## src/rtl/aes_datapath_map.vh

```
// Register offsets, fields, codes and timing for the cipher chaining data path
// Summary of operation
// Output XOR selected by data path code 0x02
// Route code 0x05 feeds key input, wrap option
// Route code 0x06 feeds block input, no wrap
// Route code 0x07 feeds XOR operand register
// Route code 0x08 drains result; bit 7 irq
// Channels 0-3: key, block, operand, result
// Data channel sizes are multiples of 16
// Key channel size is key length only
// Disable channels, configure, clear flags, re-enable
// Key size in config bits 1 and 0
// Config bit 3 starts the operation
// Writing zero to config resets the module
// Done shown by interrupt and config bit 5
// Result channel completion ends DMA operation
// Software interleaves block and key byte writes
// Long keys: extra key bytes written after
// After done: write operand, read result, repeat
// IV first block, then previous ciphertext chains
// IV stored just before ciphertext in memory
// Counter mode: encrypt core, output XOR only
// Counter is 16-byte big-endian, software increments
// DMA counter mode repeats setup per block
// Configuration survives between block operations
// Done sticky, starts output, software clears
// Key sizes 16/24/32 bytes, 218/274/298 clocks
// Enable starts or resets; select picks direction
// Output select: direct, XORed, inverse key
// Busy until done; data writes ignored meanwhile
`ifndef AES_DATAPATH_MAP_VH
`define AES_DATAPATH_MAP_VH
`define OFS_BLOCK_CFG 8'h00
`define OFS_DATA_CFG 8'h04
`define OFS_BLOCK_IN 8'h08
`define OFS_KEY_IN 8'h0c
`define OFS_XOR_IN 8'h10
`define OFS_RESULT 8'h14
`define OFS_DMA_EN 8'h18
`define OFS_DMA_SEL 8'h1c
`define OFS_DMA_CFG 8'h20
`define OFS_DMA_MODE 8'h24
`define OFS_DMA_FLAGS 8'h28
`define BCFG_EN 3
`define BCFG_ENC 2
`define BCFG_DONE 5
`define DCFG_INPUT_XOR_ENABLE 0
`define OUTSEL_DIRECT 2'h0
`define OUTSEL_XOR 2'h1
`define OUTSEL_INVKEY 2'h2
`define KSIZE_128 2'h0
`define KSIZE_192 2'h1
`define KSIZE_256 2'h2
`define KEY_BYTES_128 6'h10
`define KEY_BYTES_192 6'h18
`define KEY_BYTES_256 6'h20
`define BLOCK_BYTES 5'h10
`define CLKS_128 9'd218
`define CLKS_192 9'd274
`define CLKS_256 9'd298
`define ROUTE_KEY 7'h05
`define ROUTE_BLOCK 7'h06
`define ROUTE_XOR 7'h07
`define ROUTE_RESULT 7'h08
`define DMA_IRQ_EN_BIT 7
`define RESET_BYTE 8'h00
`endif

```

## src/rtl/cipher_core.v

```verilog
// Timed block cipher stand-in with key-size dependent latency
`timescale 1ns/1ps
`default_nettype none
`include "aes_datapath_map.vh"

module cipher_core (
    // Clock and reset
    input wire clk,
    input wire rst,
    input wire clr,
    // Operation request
    input wire start,
    input wire encrypt_select,
    input wire [1:0] ksize,
    input wire [127:0] din,
    input wire [255:0] key,
    // Results
    output wire [127:0] dout,
    output wire [127:0] inv_key,
    output wire done
);
    reg [8:0] cnt_reg;
    reg run_reg;
    reg [127:0] pend_reg;
    reg [127:0] dout_reg;
    reg [127:0] ikey_reg;
    reg [127:0] mask;
    reg [127:0] kf;
    reg [127:0] x;

    always @* begin
        mask = (ksize == `KSIZE_128) ? 128'h0 :
               (ksize == `KSIZE_192) ? {64'hffffffffffffffff, 64'h0} : {128{1'b1}};
        kf = key[255:128] ^ (key[127:0] & mask);
        x = din ^ kf;
        if (!encrypt_select) begin
            x = {din[7:0], din[127:8]} ^ kf;
        end else begin
            x = {x[119:0], x[127:120]};
        end
    end

    // Latency counts are exact so busy time matches the key size
    always @(posedge clk or posedge rst) begin
        if (rst) begin
            cnt_reg <= 9'd0;
            run_reg <= 1'b0;
            pend_reg <= 128'h0;
            dout_reg <= 128'h0;
            ikey_reg <= 128'h0;
        end else if (clr) begin
            run_reg <= 1'b0;
            cnt_reg <= 9'd0;
        end else if (start) begin
            run_reg <= 1'b1;
            pend_reg <= x;
            cnt_reg <= (ksize == `KSIZE_128) ? `CLKS_128 - 9'd1 :
                       (ksize == `KSIZE_192) ? `CLKS_192 - 9'd1 : `CLKS_256 - 9'd1;
        end else if (run_reg) begin
            cnt_reg <= cnt_reg - 9'd1;
            if (cnt_reg == 9'd0) begin
                run_reg <= 1'b0;
                dout_reg <= pend_reg;
                ikey_reg <= ~kf;
            end
        end
    end

    assign done = run_reg && (cnt_reg == 9'd0);
    assign dout = dout_reg;
    assign inv_key = ikey_reg;
endmodule // cipher_core
`default_nettype wire

```

## src/rtl/dma_route_regs.v

```verilog
// DMA channel enables, select, route codes, wrap modes and transfer flags
`timescale 1ns/1ps
`default_nettype none
`include "aes_datapath_map.vh"

module dma_route_regs (
    // Clock and reset
    input wire clk,
    input wire rst,
    // Register writes
    input wire wr_en,
    input wire wr_sel,
    input wire wr_cfg,
    input wire wr_mode,
    input wire wr_flags,
    input wire [7:0] wdata,
    // Engine events
    input wire [3:0] xfer_done,
    // State
    output wire [3:0] ch_en,
    output wire [1:0] ch_sel,
    output wire [7:0] cfg_sel,
    output wire [7:0] mode_sel,
    output wire [3:0] flags,
    output reg [31:0] cfg_flat,
    output reg [3:0] wrap,
    output wire irq
);
    reg [3:0] en_reg;
    reg [1:0] sel_reg;
    reg [3:0] flags_reg;
    reg [7:0] cfg_mem [0:3];
    reg [7:0] mode_mem [0:3];
    reg [3:0] ien;
    integer i;
    integer j;

    always @(posedge clk or posedge rst) begin
        if (rst) begin
            en_reg <= 4'h0;
            sel_reg <= 2'h0;
            flags_reg <= 4'h0;
            for (i = 0; i < 4; i = i + 1) begin
                cfg_mem[i] <= `RESET_BYTE;
                mode_mem[i] <= `RESET_BYTE;
            end
        end else begin
            if (wr_en) en_reg <= wdata[3:0];
            if (wr_sel) sel_reg <= wdata[1:0];
            if (wr_cfg) cfg_mem[sel_reg] <= wdata;
            if (wr_mode) mode_mem[sel_reg] <= wdata;
            // Writing zero clears a flag, but a completion in that cycle wins
            flags_reg <= (wr_flags ? (flags_reg & wdata[3:0]) : flags_reg) | xfer_done;
        end
    end

    always @* begin
        for (j = 0; j < 4; j = j + 1) begin
            cfg_flat[j*8 +: 8] = cfg_mem[j];
            wrap[j] = mode_mem[j][0];
            ien[j] = cfg_mem[j][`DMA_IRQ_EN_BIT];
        end
    end

    assign ch_en = en_reg;
    assign ch_sel = sel_reg;
    assign cfg_sel = cfg_mem[sel_reg];
    assign mode_sel = mode_mem[sel_reg];
    assign flags = flags_reg;
    assign irq = |(flags_reg & ien);
endmodule // dma_route_regs
`default_nettype wire

```

## src/rtl/aes_cbc_ctr_mode_datapath.v

```verilog
// Cipher chaining data path: bus slave, byte buffers, DMA byte routing
//
// The address map and the Wishbone slave port are this design's own decisions.
`timescale 1ns/1ps
`default_nettype none
`include "aes_datapath_map.vh"

module aes_cbc_ctr_mode_datapath (
    // Clock and reset
    input wire clk,
    input wire rst,
    // Wishbone classic slave
    input wire wb_cyc_i,
    input wire wb_stb_i,
    input wire wb_we_i,
    input wire [7:0] wb_adr_i,
    input wire [3:0] wb_sel_i,
    input wire [31:0] wb_dat_i,
    output wire [31:0] wb_dat_o,
    output wire wb_ack_o,
    // DMA byte port
    input wire [1:0] dma_ch,
    input wire dma_wr_stb,
    input wire [7:0] dma_wr_data,
    input wire dma_rd_stb,
    input wire [3:0] dma_xfer_done,
    output wire [7:0] dma_rd_data,
    output wire dma_rd_valid,
    output wire [3:0] dma_ch_en,
    output wire [3:0] dma_wrap,
    output wire dma_irq,
    output wire dma_out_start,
    // Completion
    output wire cipher_done_irq
);
    localparam H_BCFG = 0;
    localparam H_DCFG = 1;
    localparam H_BIN = 2;
    localparam H_KIN = 3;
    localparam H_XIN = 4;
    localparam H_RES = 5;
    localparam H_DEN = 6;
    localparam H_DSEL = 7;
    localparam H_DCF = 8;
    localparam H_DMD = 9;
    localparam H_DFL = 10;

    // Bus slave
    reg ack_reg;
    reg [31:0] dat_reg;
    reg [31:0] dat_next;
    reg [10:0] hit;
    wire bus_req;
    wire bus_wr;
    wire bus_rd;

    // Block and data path configuration
    reg en_reg;
    reg enc_reg;
    reg [1:0] ksize_reg;
    reg busy_reg;
    reg done_reg;
    reg input_xor_enable_reg;
    reg [1:0] outsel_reg;

    // Byte buffers and their pointers
    reg [7:0] bin_mem [0:15];
    reg [7:0] key_mem [0:31];
    reg [7:0] xin_mem [0:15];
    reg [4:0] bin_ptr_reg;
    reg [5:0] key_ptr_reg;
    reg [3:0] xin_ptr_reg;
    reg [3:0] rd_ptr_reg;
    reg [7:0] dma_rd_data_reg;
    reg dma_rd_valid_reg;

    // Packed vectors and results
    reg [127:0] blk_vec;
    reg [255:0] key_vec;
    reg [7:0] res_byte;
    wire [127:0] core_dout;
    wire [127:0] core_ikey;
    wire core_done;
    integer i;

    // DMA channel state
    wire [3:0] ch_en;
    wire [1:0] ch_sel;
    wire [7:0] cfg_sel;
    wire [7:0] mode_sel;
    wire [3:0] ch_flags;
    wire [31:0] cfg_flat;
    wire [7:0] ch_cfg;
    wire ch_active;

    function [7:0] byte_of;
        input [127:0] v;
        input [3:0] idx;
        reg [127:0] s;
        begin
            s = v << {idx, 3'b000};
            byte_of = s[127:120];
        end
    endfunction

    function [5:0] key_len;
        input [1:0] code;
        begin
            case (code)
                `KSIZE_128: key_len = `KEY_BYTES_128;
                `KSIZE_192: key_len = `KEY_BYTES_192;
                `KSIZE_256: key_len = `KEY_BYTES_256;
                default: key_len = 6'h00;
            endcase
        end
    endfunction

    // Address decode
    always @* begin
        hit = 11'h000;
        if (wb_adr_i == `OFS_BLOCK_CFG) begin
            hit[H_BCFG] = 1'b1;
        end else if (wb_adr_i == `OFS_DATA_CFG) begin
            hit[H_DCFG] = 1'b1;
        end else if (wb_adr_i == `OFS_BLOCK_IN) begin
            hit[H_BIN] = 1'b1;
        end else if (wb_adr_i == `OFS_KEY_IN) begin
            hit[H_KIN] = 1'b1;
        end else if (wb_adr_i == `OFS_XOR_IN) begin
            hit[H_XIN] = 1'b1;
        end else if (wb_adr_i == `OFS_RESULT) begin
            hit[H_RES] = 1'b1;
        end else if (wb_adr_i == `OFS_DMA_EN) begin
            hit[H_DEN] = 1'b1;
        end else if (wb_adr_i == `OFS_DMA_SEL) begin
            hit[H_DSEL] = 1'b1;
        end else if (wb_adr_i == `OFS_DMA_CFG) begin
            hit[H_DCF] = 1'b1;
        end else if (wb_adr_i == `OFS_DMA_MODE) begin
            hit[H_DMD] = 1'b1;
        end else if (wb_adr_i == `OFS_DMA_FLAGS) begin
            hit[H_DFL] = 1'b1;
        end
    end

    // Ack one cycle after the request; effects happen on the acked edge
    assign bus_req = wb_cyc_i & wb_stb_i & ~ack_reg;
    assign bus_wr = ack_reg & wb_cyc_i & wb_stb_i & wb_we_i & wb_sel_i[0];
    assign bus_rd = ack_reg & wb_cyc_i & wb_stb_i & ~wb_we_i;

    // Routing of DMA bytes by the addressed channel's code
    assign ch_cfg = cfg_flat[{dma_ch, 3'b000} +: 8];
    assign ch_active = ch_en[dma_ch];

    wire dma_key = dma_wr_stb & ch_active & (ch_cfg[6:0] == `ROUTE_KEY);
    wire dma_bin = dma_wr_stb & ch_active & (ch_cfg[6:0] == `ROUTE_BLOCK);
    wire dma_xin = dma_wr_stb & ch_active & (ch_cfg[6:0] == `ROUTE_XOR);
    wire dma_res = dma_rd_stb & ch_active & (ch_cfg[6:0] == `ROUTE_RESULT);

    // Bus writes take priority over a DMA byte for the same buffer
    wire bus_bin = bus_wr & hit[H_BIN];
    wire bus_kin = bus_wr & hit[H_KIN];
    wire bus_xin = bus_wr & hit[H_XIN];
    wire bin_we = ~busy_reg & (bus_bin | dma_bin) & (bin_ptr_reg != `BLOCK_BYTES);
    wire key_we = ~busy_reg & (bus_kin | dma_key) & (key_ptr_reg != `KEY_BYTES_256);
    wire xin_we = ~busy_reg & (bus_xin | dma_xin);
    wire [7:0] bin_byte = bus_bin ? wb_dat_i[7:0] : dma_wr_data;
    wire [7:0] key_byte = bus_kin ? wb_dat_i[7:0] : dma_wr_data;
    wire [7:0] xin_byte = bus_xin ? wb_dat_i[7:0] : dma_wr_data;

    // Result reads by bus or by the result channel both advance the pointer
    wire res_adv = (bus_rd & hit[H_RES]) | dma_res;

    // Configuration writes
    wire bcfg_wr = bus_wr & hit[H_BCFG];
    wire soft_clr = bcfg_wr & ~wb_dat_i[`BCFG_EN];
    wire done_clr = bcfg_wr & ~wb_dat_i[`BCFG_DONE];

    // Start once armed and the block and key bytes for this size are in
    wire start_go = en_reg & ~busy_reg & ~soft_clr & (ksize_reg != 2'h3) &
                    (bin_ptr_reg == `BLOCK_BYTES) & (key_ptr_reg == key_len(ksize_reg));

    always @* begin
        for (i = 0; i < 16; i = i + 1) begin
            // Input XOR only when enabled; counter and decrypt modes leave it off
            blk_vec[(15-i)*8 +: 8] = bin_mem[i] ^ (input_xor_enable_reg ? xin_mem[i] : 8'h00);
        end
        for (i = 0; i < 32; i = i + 1) begin
            key_vec[(31-i)*8 +: 8] = key_mem[i];
        end
    end

    // Output select; the XOR uses the operand byte present at read time
    always @* begin
        case (outsel_reg)
            `OUTSEL_DIRECT: res_byte = byte_of(core_dout, rd_ptr_reg);
            `OUTSEL_XOR: res_byte = byte_of(core_dout, rd_ptr_reg) ^ xin_mem[rd_ptr_reg];
            `OUTSEL_INVKEY: res_byte = byte_of(core_ikey, rd_ptr_reg);
            default: res_byte = 8'h00;
        endcase
    end

    // Read data mux
    always @* begin
        dat_next = 32'h00000000;
        if (hit[H_BCFG]) begin
            dat_next = {26'h0, done_reg, busy_reg, en_reg, enc_reg, ksize_reg};
        end else if (hit[H_DCFG]) begin
            dat_next = {29'h0, outsel_reg, input_xor_enable_reg};
        end else if (hit[H_RES]) begin
            dat_next = {24'h0, res_byte};
        end else if (hit[H_DEN]) begin
            dat_next = {28'h0, ch_en};
        end else if (hit[H_DSEL]) begin
            dat_next = {30'h0, ch_sel};
        end else if (hit[H_DCF]) begin
            dat_next = {24'h0, cfg_sel};
        end else if (hit[H_DMD]) begin
            dat_next = {24'h0, mode_sel};
        end else if (hit[H_DFL]) begin
            dat_next = {28'h0, ch_flags};
        end
    end

    always @(posedge clk or posedge rst) begin
        if (rst) begin
            ack_reg <= 1'b0;
            dat_reg <= 32'h00000000;
        end else begin
            ack_reg <= bus_req;
            if (bus_req) dat_reg <= dat_next;
        end
    end

    // Control state; configuration is kept across blocks
    always @(posedge clk or posedge rst) begin
        if (rst) begin
            en_reg <= 1'b0;
            enc_reg <= 1'b0;
            ksize_reg <= 2'h0;
            input_xor_enable_reg <= 1'b0;
            outsel_reg <= 2'h0;
            busy_reg <= 1'b0;
            done_reg <= 1'b0;
            bin_ptr_reg <= 5'h00;
            key_ptr_reg <= 6'h00;
            xin_ptr_reg <= 4'h0;
            rd_ptr_reg <= 4'h0;
            dma_rd_data_reg <= 8'h00;
            dma_rd_valid_reg <= 1'b0;
        end else begin
            if (bcfg_wr) begin
                en_reg <= wb_dat_i[`BCFG_EN];
                enc_reg <= wb_dat_i[`BCFG_ENC];
                ksize_reg <= wb_dat_i[1:0];
            end
            if (bus_wr & hit[H_DCFG]) begin
                input_xor_enable_reg <= wb_dat_i[`DCFG_INPUT_XOR_ENABLE];
                outsel_reg <= wb_dat_i[2:1];
            end
            // Done is sticky; a completion beats a clear in the same cycle
            if (core_done) begin
                done_reg <= 1'b1;
            end else if (done_clr) begin
                done_reg <= 1'b0;
            end
            if (bin_we) bin_ptr_reg <= bin_ptr_reg + 5'h01;
            if (key_we) key_ptr_reg <= key_ptr_reg + 6'h01;
            if (xin_we) xin_ptr_reg <= xin_ptr_reg + 4'h1;
            if (res_adv) rd_ptr_reg <= rd_ptr_reg + 4'h1;
            dma_rd_valid_reg <= dma_res;
            if (dma_res) dma_rd_data_reg <= res_byte;
            if (soft_clr) begin
                busy_reg <= 1'b0;
                bin_ptr_reg <= 5'h00;
                key_ptr_reg <= 6'h00;
                xin_ptr_reg <= 4'h0;
                rd_ptr_reg <= 4'h0;
            end else if (start_go) begin
                busy_reg <= 1'b1;
                bin_ptr_reg <= 5'h00;
                key_ptr_reg <= 6'h00;
                rd_ptr_reg <= 4'h0;
            end else if (core_done) begin
                busy_reg <= 1'b0;
            end
        end
    end

    // Buffers carry no reset: contents are don't-care until written
    always @(posedge clk) begin
        if (bin_we) bin_mem[bin_ptr_reg[3:0]] <= bin_byte;
        if (key_we) key_mem[key_ptr_reg[4:0]] <= key_byte;
        if (xin_we) xin_mem[xin_ptr_reg] <= xin_byte;
    end

    cipher_core u_core (
        .clk(clk),
        .rst(rst),
        .clr(soft_clr),
        .start(start_go),
        .encrypt_select(enc_reg),
        .ksize(ksize_reg),
        .din(blk_vec),
        .key(key_vec),
        .dout(core_dout),
        .inv_key(core_ikey),
        .done(core_done)
    );

    dma_route_regs u_route (
        .clk(clk),
        .rst(rst),
        .wr_en(bus_wr & hit[H_DEN]),
        .wr_sel(bus_wr & hit[H_DSEL]),
        .wr_cfg(bus_wr & hit[H_DCF]),
        .wr_mode(bus_wr & hit[H_DMD]),
        .wr_flags(bus_wr & hit[H_DFL]),
        .wdata(wb_dat_i[7:0]),
        .xfer_done(dma_xfer_done),
        .ch_en(ch_en),
        .ch_sel(ch_sel),
        .cfg_sel(cfg_sel),
        .mode_sel(mode_sel),
        .flags(ch_flags),
        .cfg_flat(cfg_flat),
        .wrap(dma_wrap),
        .irq(dma_irq)
    );

    assign wb_ack_o = ack_reg;
    assign wb_dat_o = dat_reg;
    assign dma_rd_data = dma_rd_data_reg;
    assign dma_rd_valid = dma_rd_valid_reg;
    assign dma_ch_en = ch_en;
    assign dma_out_start = done_reg;
    assign cipher_done_irq = done_reg;
endmodule // aes_cbc_ctr_mode_datapath
`default_nettype wire

```

## config.mk

```make
export PLATFORM = sky130hd
export DESIGN_NAME = aes_cbc_ctr_mode_datapath
export DESIGN_NICKNAME = d
export VERILOG_FILES = /design/src/rtl/cipher_core.v /design/src/rtl/dma_route_regs.v /design/src/rtl/aes_cbc_ctr_mode_datapath.v
export VERILOG_INCLUDE_DIRS = /design/src /design/src/rtl
export SDC_FILE = /design/constraint.sdc
export NUM_CORES = 2
export LEC_CHECK = 0
export BUFFER_PORTS_ARGS = -buffer_cell sky130_fd_sc_hd__buf_4
export CAP_MARGIN = 20
export CORE_MARGIN = 3
export CORE_UTILIZATION = 57
export CTS_BUF_LIST = sky130_fd_sc_hd__clkbuf_16
export DETAILED_ROUTE_END_ITERATION = 10
export HOLD_SLACK_MARGIN = 0.08
export PLACE_DENSITY = 0.77
export RECOVER_POWER = 50
export SLEW_MARGIN = 0
export SYNTH_ARGS = -nofsm -noshare
export SYNTH_HDL_FRONTEND = slang
export SYNTH_SLANG_ARGS = --single-unit
```

## constraint.sdc

```tcl
create_clock -name clk -period 15.61 [get_ports clk]
set_clock_uncertainty 0.2 [all_clocks]
set_input_delay 0 -clock clk [delete_from_list [all_inputs] [get_ports clk]]
set_output_delay 0 -clock clk [all_outputs]
set_load 0.005 [all_outputs]
```

==> impl_metrics.yaml <==
synth:
  synth_top_family_by_area: "multiplexers"
  avgSynthCellArea_um2: 13.3
  syn_area_um2: 47100
  synthMuxAreaShare_pct: 15.0
  synth-xor-area-share_pct: 9.92
  yosys_most_used_dff: "dfrtp_1"
  synth_fa_ha_area_share_pct: 0.398
  async_flop_share_pct: 50.1
  ys_types: 71
  synth_simple_gate_area_share_pct: 7.39
  yosysWarnings: 0
  ys_seq_area_share_pct: 59.9
  synth-seq-cells: 1026
  synth_compound_area_share_pct: 5.09
  syn-instance-count: 3546
  synth_edf_count: 512
critical_path:
  cp_common_cell: "dlygate4sd3_1"
  rr_startpoint: "ksize_reg[1]"
  worst_setup_path_end_kind: "async pin"
  crit_chain: "dlygate4sd3_1 -> clkbuf_4 -> dlygate4sd3_1 -> clkinvlp_2 -> clkbuf_1"
  critPathLaunchType: "input pin"
  slowest_stage: "clkinvlp_2"
  crit_path_max_incr_delay_ns: 2.97
  arrival_ns: 6.97
  cp.required_ns: 14.93
  cp-endpoint: "input_xor_enable_reg"
  rr_worst_depth: 7
  setup.worst_path.start: "rst"
  rrSetupSlack_ns: 9.56
  crit_fanout: 117
  rr_endpoint: "u_core.pend_reg[124]"
  crit_type: "input pin to async pin"
sta:
  tns_ns: 0
  worst_pin_slew_ns: 5.52
  setup_violations: 0
  finalCriticalPeriod_ns: 7.64
  slew_violations: 382
  timing.final.ws_setup_ns: 7.97
  hold_viol: 0
  fmax_mhz: 131
  rsz0062_at_grt: "false"
  max-slew-margin-rel_pct: -268
  finalCritPeriodShare_pct: 49.0
flow_run:
  cap_violations: 6
clock_tree:
  htree_levels: 3
  cts_root_buf: "clkbuf_16"
  clk_latency_ns: 0.68
  cts_sinks: 1026
  cts_tree: "yes"
  ctsHoldBuffers: 66
  clockBufferDepth: 3
  cts_resized: 0
  cts_setup_buffers: 0
  clk_pin_slew_worst_paths_ns: 0.06
  cts_buffers: 104
drt:
  drt_pre_antenna_iters: 6
  initialDrtViolationCount: 3436
  wire_per_inst_um: 27.3
  drt_wl_total_mm: 131
  vias_per_cell: 6.22
  ant_nets: 0
  drc: 0
  via_count: 29800
place:
  placed_cell_area_um2: 48600
  pre_cts_ws_ns: 11.03
  io_buffers: 66
  place_congestion: 0.932
  dp_hpwl_mm: 82.1
die:
  die_area_um2: 86200
  start_util_pct: 58.1
  core_um2: 81200
  rows: 104
  die_height_um: 294
  num_io_pins: 118
  chipWidth_um: 294
final_layout:
  final_layout_size_suffix_gt1_share_pct: 20.8
  largest_reg_flops: 256
  nets: 3713
  synthToLayoutAreaGrowth_pct: 11.8
  fin_area_um2: 52700
  num-fill-cells: 5786
status:
  status: "finished, violations left"
  violations: "max-capacitance violations, max-slew violations"
global_routing:
  gr-usage-met1_pct: 40.8
  grt_pass1_wl_mm: 192
  grt_use_met3_pct: 7.61
  grt_util_all_layers_pct: 30.5
  grt_pass1_vias: 29300
  grt-busiest-layer: "met2"
  grt_max_degree: 193
  gr-usage-met2_pct: 46.5
  antenna_found_initial: 7
  grt_overflow_total: 0
power:
  ir_drop_mv: 0.0919
  total_power_mw: 5.47
  power_leakage_nw: 20.4
  power.density_nw_per_um2: 104
worst_hold_path:
  holdPathStages: 3
  hold_class: "input pin to flip-flop"
==> where the power goes <==
| group | leakage [nW] | internal, mW | switching, mW |
|---|---|---|---|
| sequential | 11.7 | 2.86 | 0.0114 |
| combinational | 6.91 | 0.0479 | 0.0925 |
| clock | 1.80 | 1.41 | 1.06 |
| total | 20.4 | 4.31 | 1.16 |
==> per-stage QoR <==
| stage | hold slack [ns] | cells | util, % |
|---|---|---|---|
| 2_1_floorplan | -0.0916 | 3569 | - |
| 3_3_place_gp | -0.00156 | 4515 | 59.9 |
| 3_5_place_dp | -0.00444 | 4515 | 59.9 |
| 4_1_cts | 0.0879 | 4779 | 64.9 |
| 5_1_grt | 0.122 | 4790 | 64.9 |
| 6_report | 0.139 | 4791 | 64.9 |
==> worst max-delay path, delay by kind of cell <==
| family | cells | cell delay [ns] |
|---|---|---|
| buffers and inverters | 5 | 6.78 |
==> cell type report <==
class / instances / area, um2 / area share [%]
multi-input combinational: 2302 / 18100 / 34.3
antenna: 6 / 15.0 / 0.0285
tap: 1060 / 1330 / 2.52
timing repair buffer: 182 / 1580 / 3.00
inverter: 17 / 65.1 / 0.123
clock inverter: 86 / 593 / 1.12
sequential: 1026 / 28300 / 53.6
clock buffer: 112 / 2800 / 5.32
==> cell usage after synthesis, drive strengths merged, types with 10 or more instances <==
cell	instances	area, um2
ha	15	188
nand2b	11	68.8
a22oi	16	120
nand2	409	1540
edfxtp	512	15400
nor2	213	800
and3	12	75.1
nor3	26	130
mux2i	21	210
xor2	391	3420
inv	17	63.8
o21ai	211	1060
and2	16	100
nor4b	10	100
a31oi	11	68.8
clkbuf	124	465
nand3	28	140
dfrtp	514	12900
xnor2	143	1250
buf	100	561
nor2b	18	113
mux4	124	2790
a21oi	131	656
mux2	361	4070
==> worst min path at each step <==
stage                     startpoint                    to
floorplan           dma_xfer_done[0]      u_route.flags[0]
global placement                 rst       u_core.dout[89]
detailed placement  dma_xfer_done[1]      u_route.flags[1]
CTS                      wb_dat_i[3]  u_route.mode_mem[19]
global route             wb_dat_i[3]  u_route.mode_mem[19]
finish                   wb_dat_i[3]  u_route.mode_mem[19]
==> placed cells by master, fill, tap and decap left out, drive strengths merged, types with 9 or more instances in the layout <==
cell type    count
dfrtp          514
edfxtp         512
nand2          409
xor2           391
mux2           361
nor2           213
o21ai          211
clkbuf         154
xnor2          143
a21oi          131
mux4           124
buf             74
dlygate4sd3     66
inv             55
clkinv          39
nand3           28
nor3            26
conb            24
mux2i           21
nor2b           18
a22oi           16
and2            16
ha              15
and3            12
nand2b          11
a31oi           11
nor4b           10
nand4            9
==> metal layers <==
metal,share of wire [%],routed length (um),vias up
met5,0.079,104,-
met1,38,49400,14900
met2,45,59100,1673
met4,6.3,8200,4
li1,-,-,12800
met3,11,14100,432
==> logic make-up (layout without fill, tap and decap cells) <==
kind of cell,count (synthesis),in the layout
AND/OR/NAND/NOR,796,796
AO/OA/AOI/OAI,427,427
adder cells (fa/ha/maj),15,15
buffers and inverters,241,397
flip-flops,1026,1026
multiplexers,506,506
other,1,30
XOR/XNOR,534,534
(Power assumes the default switching activity.)
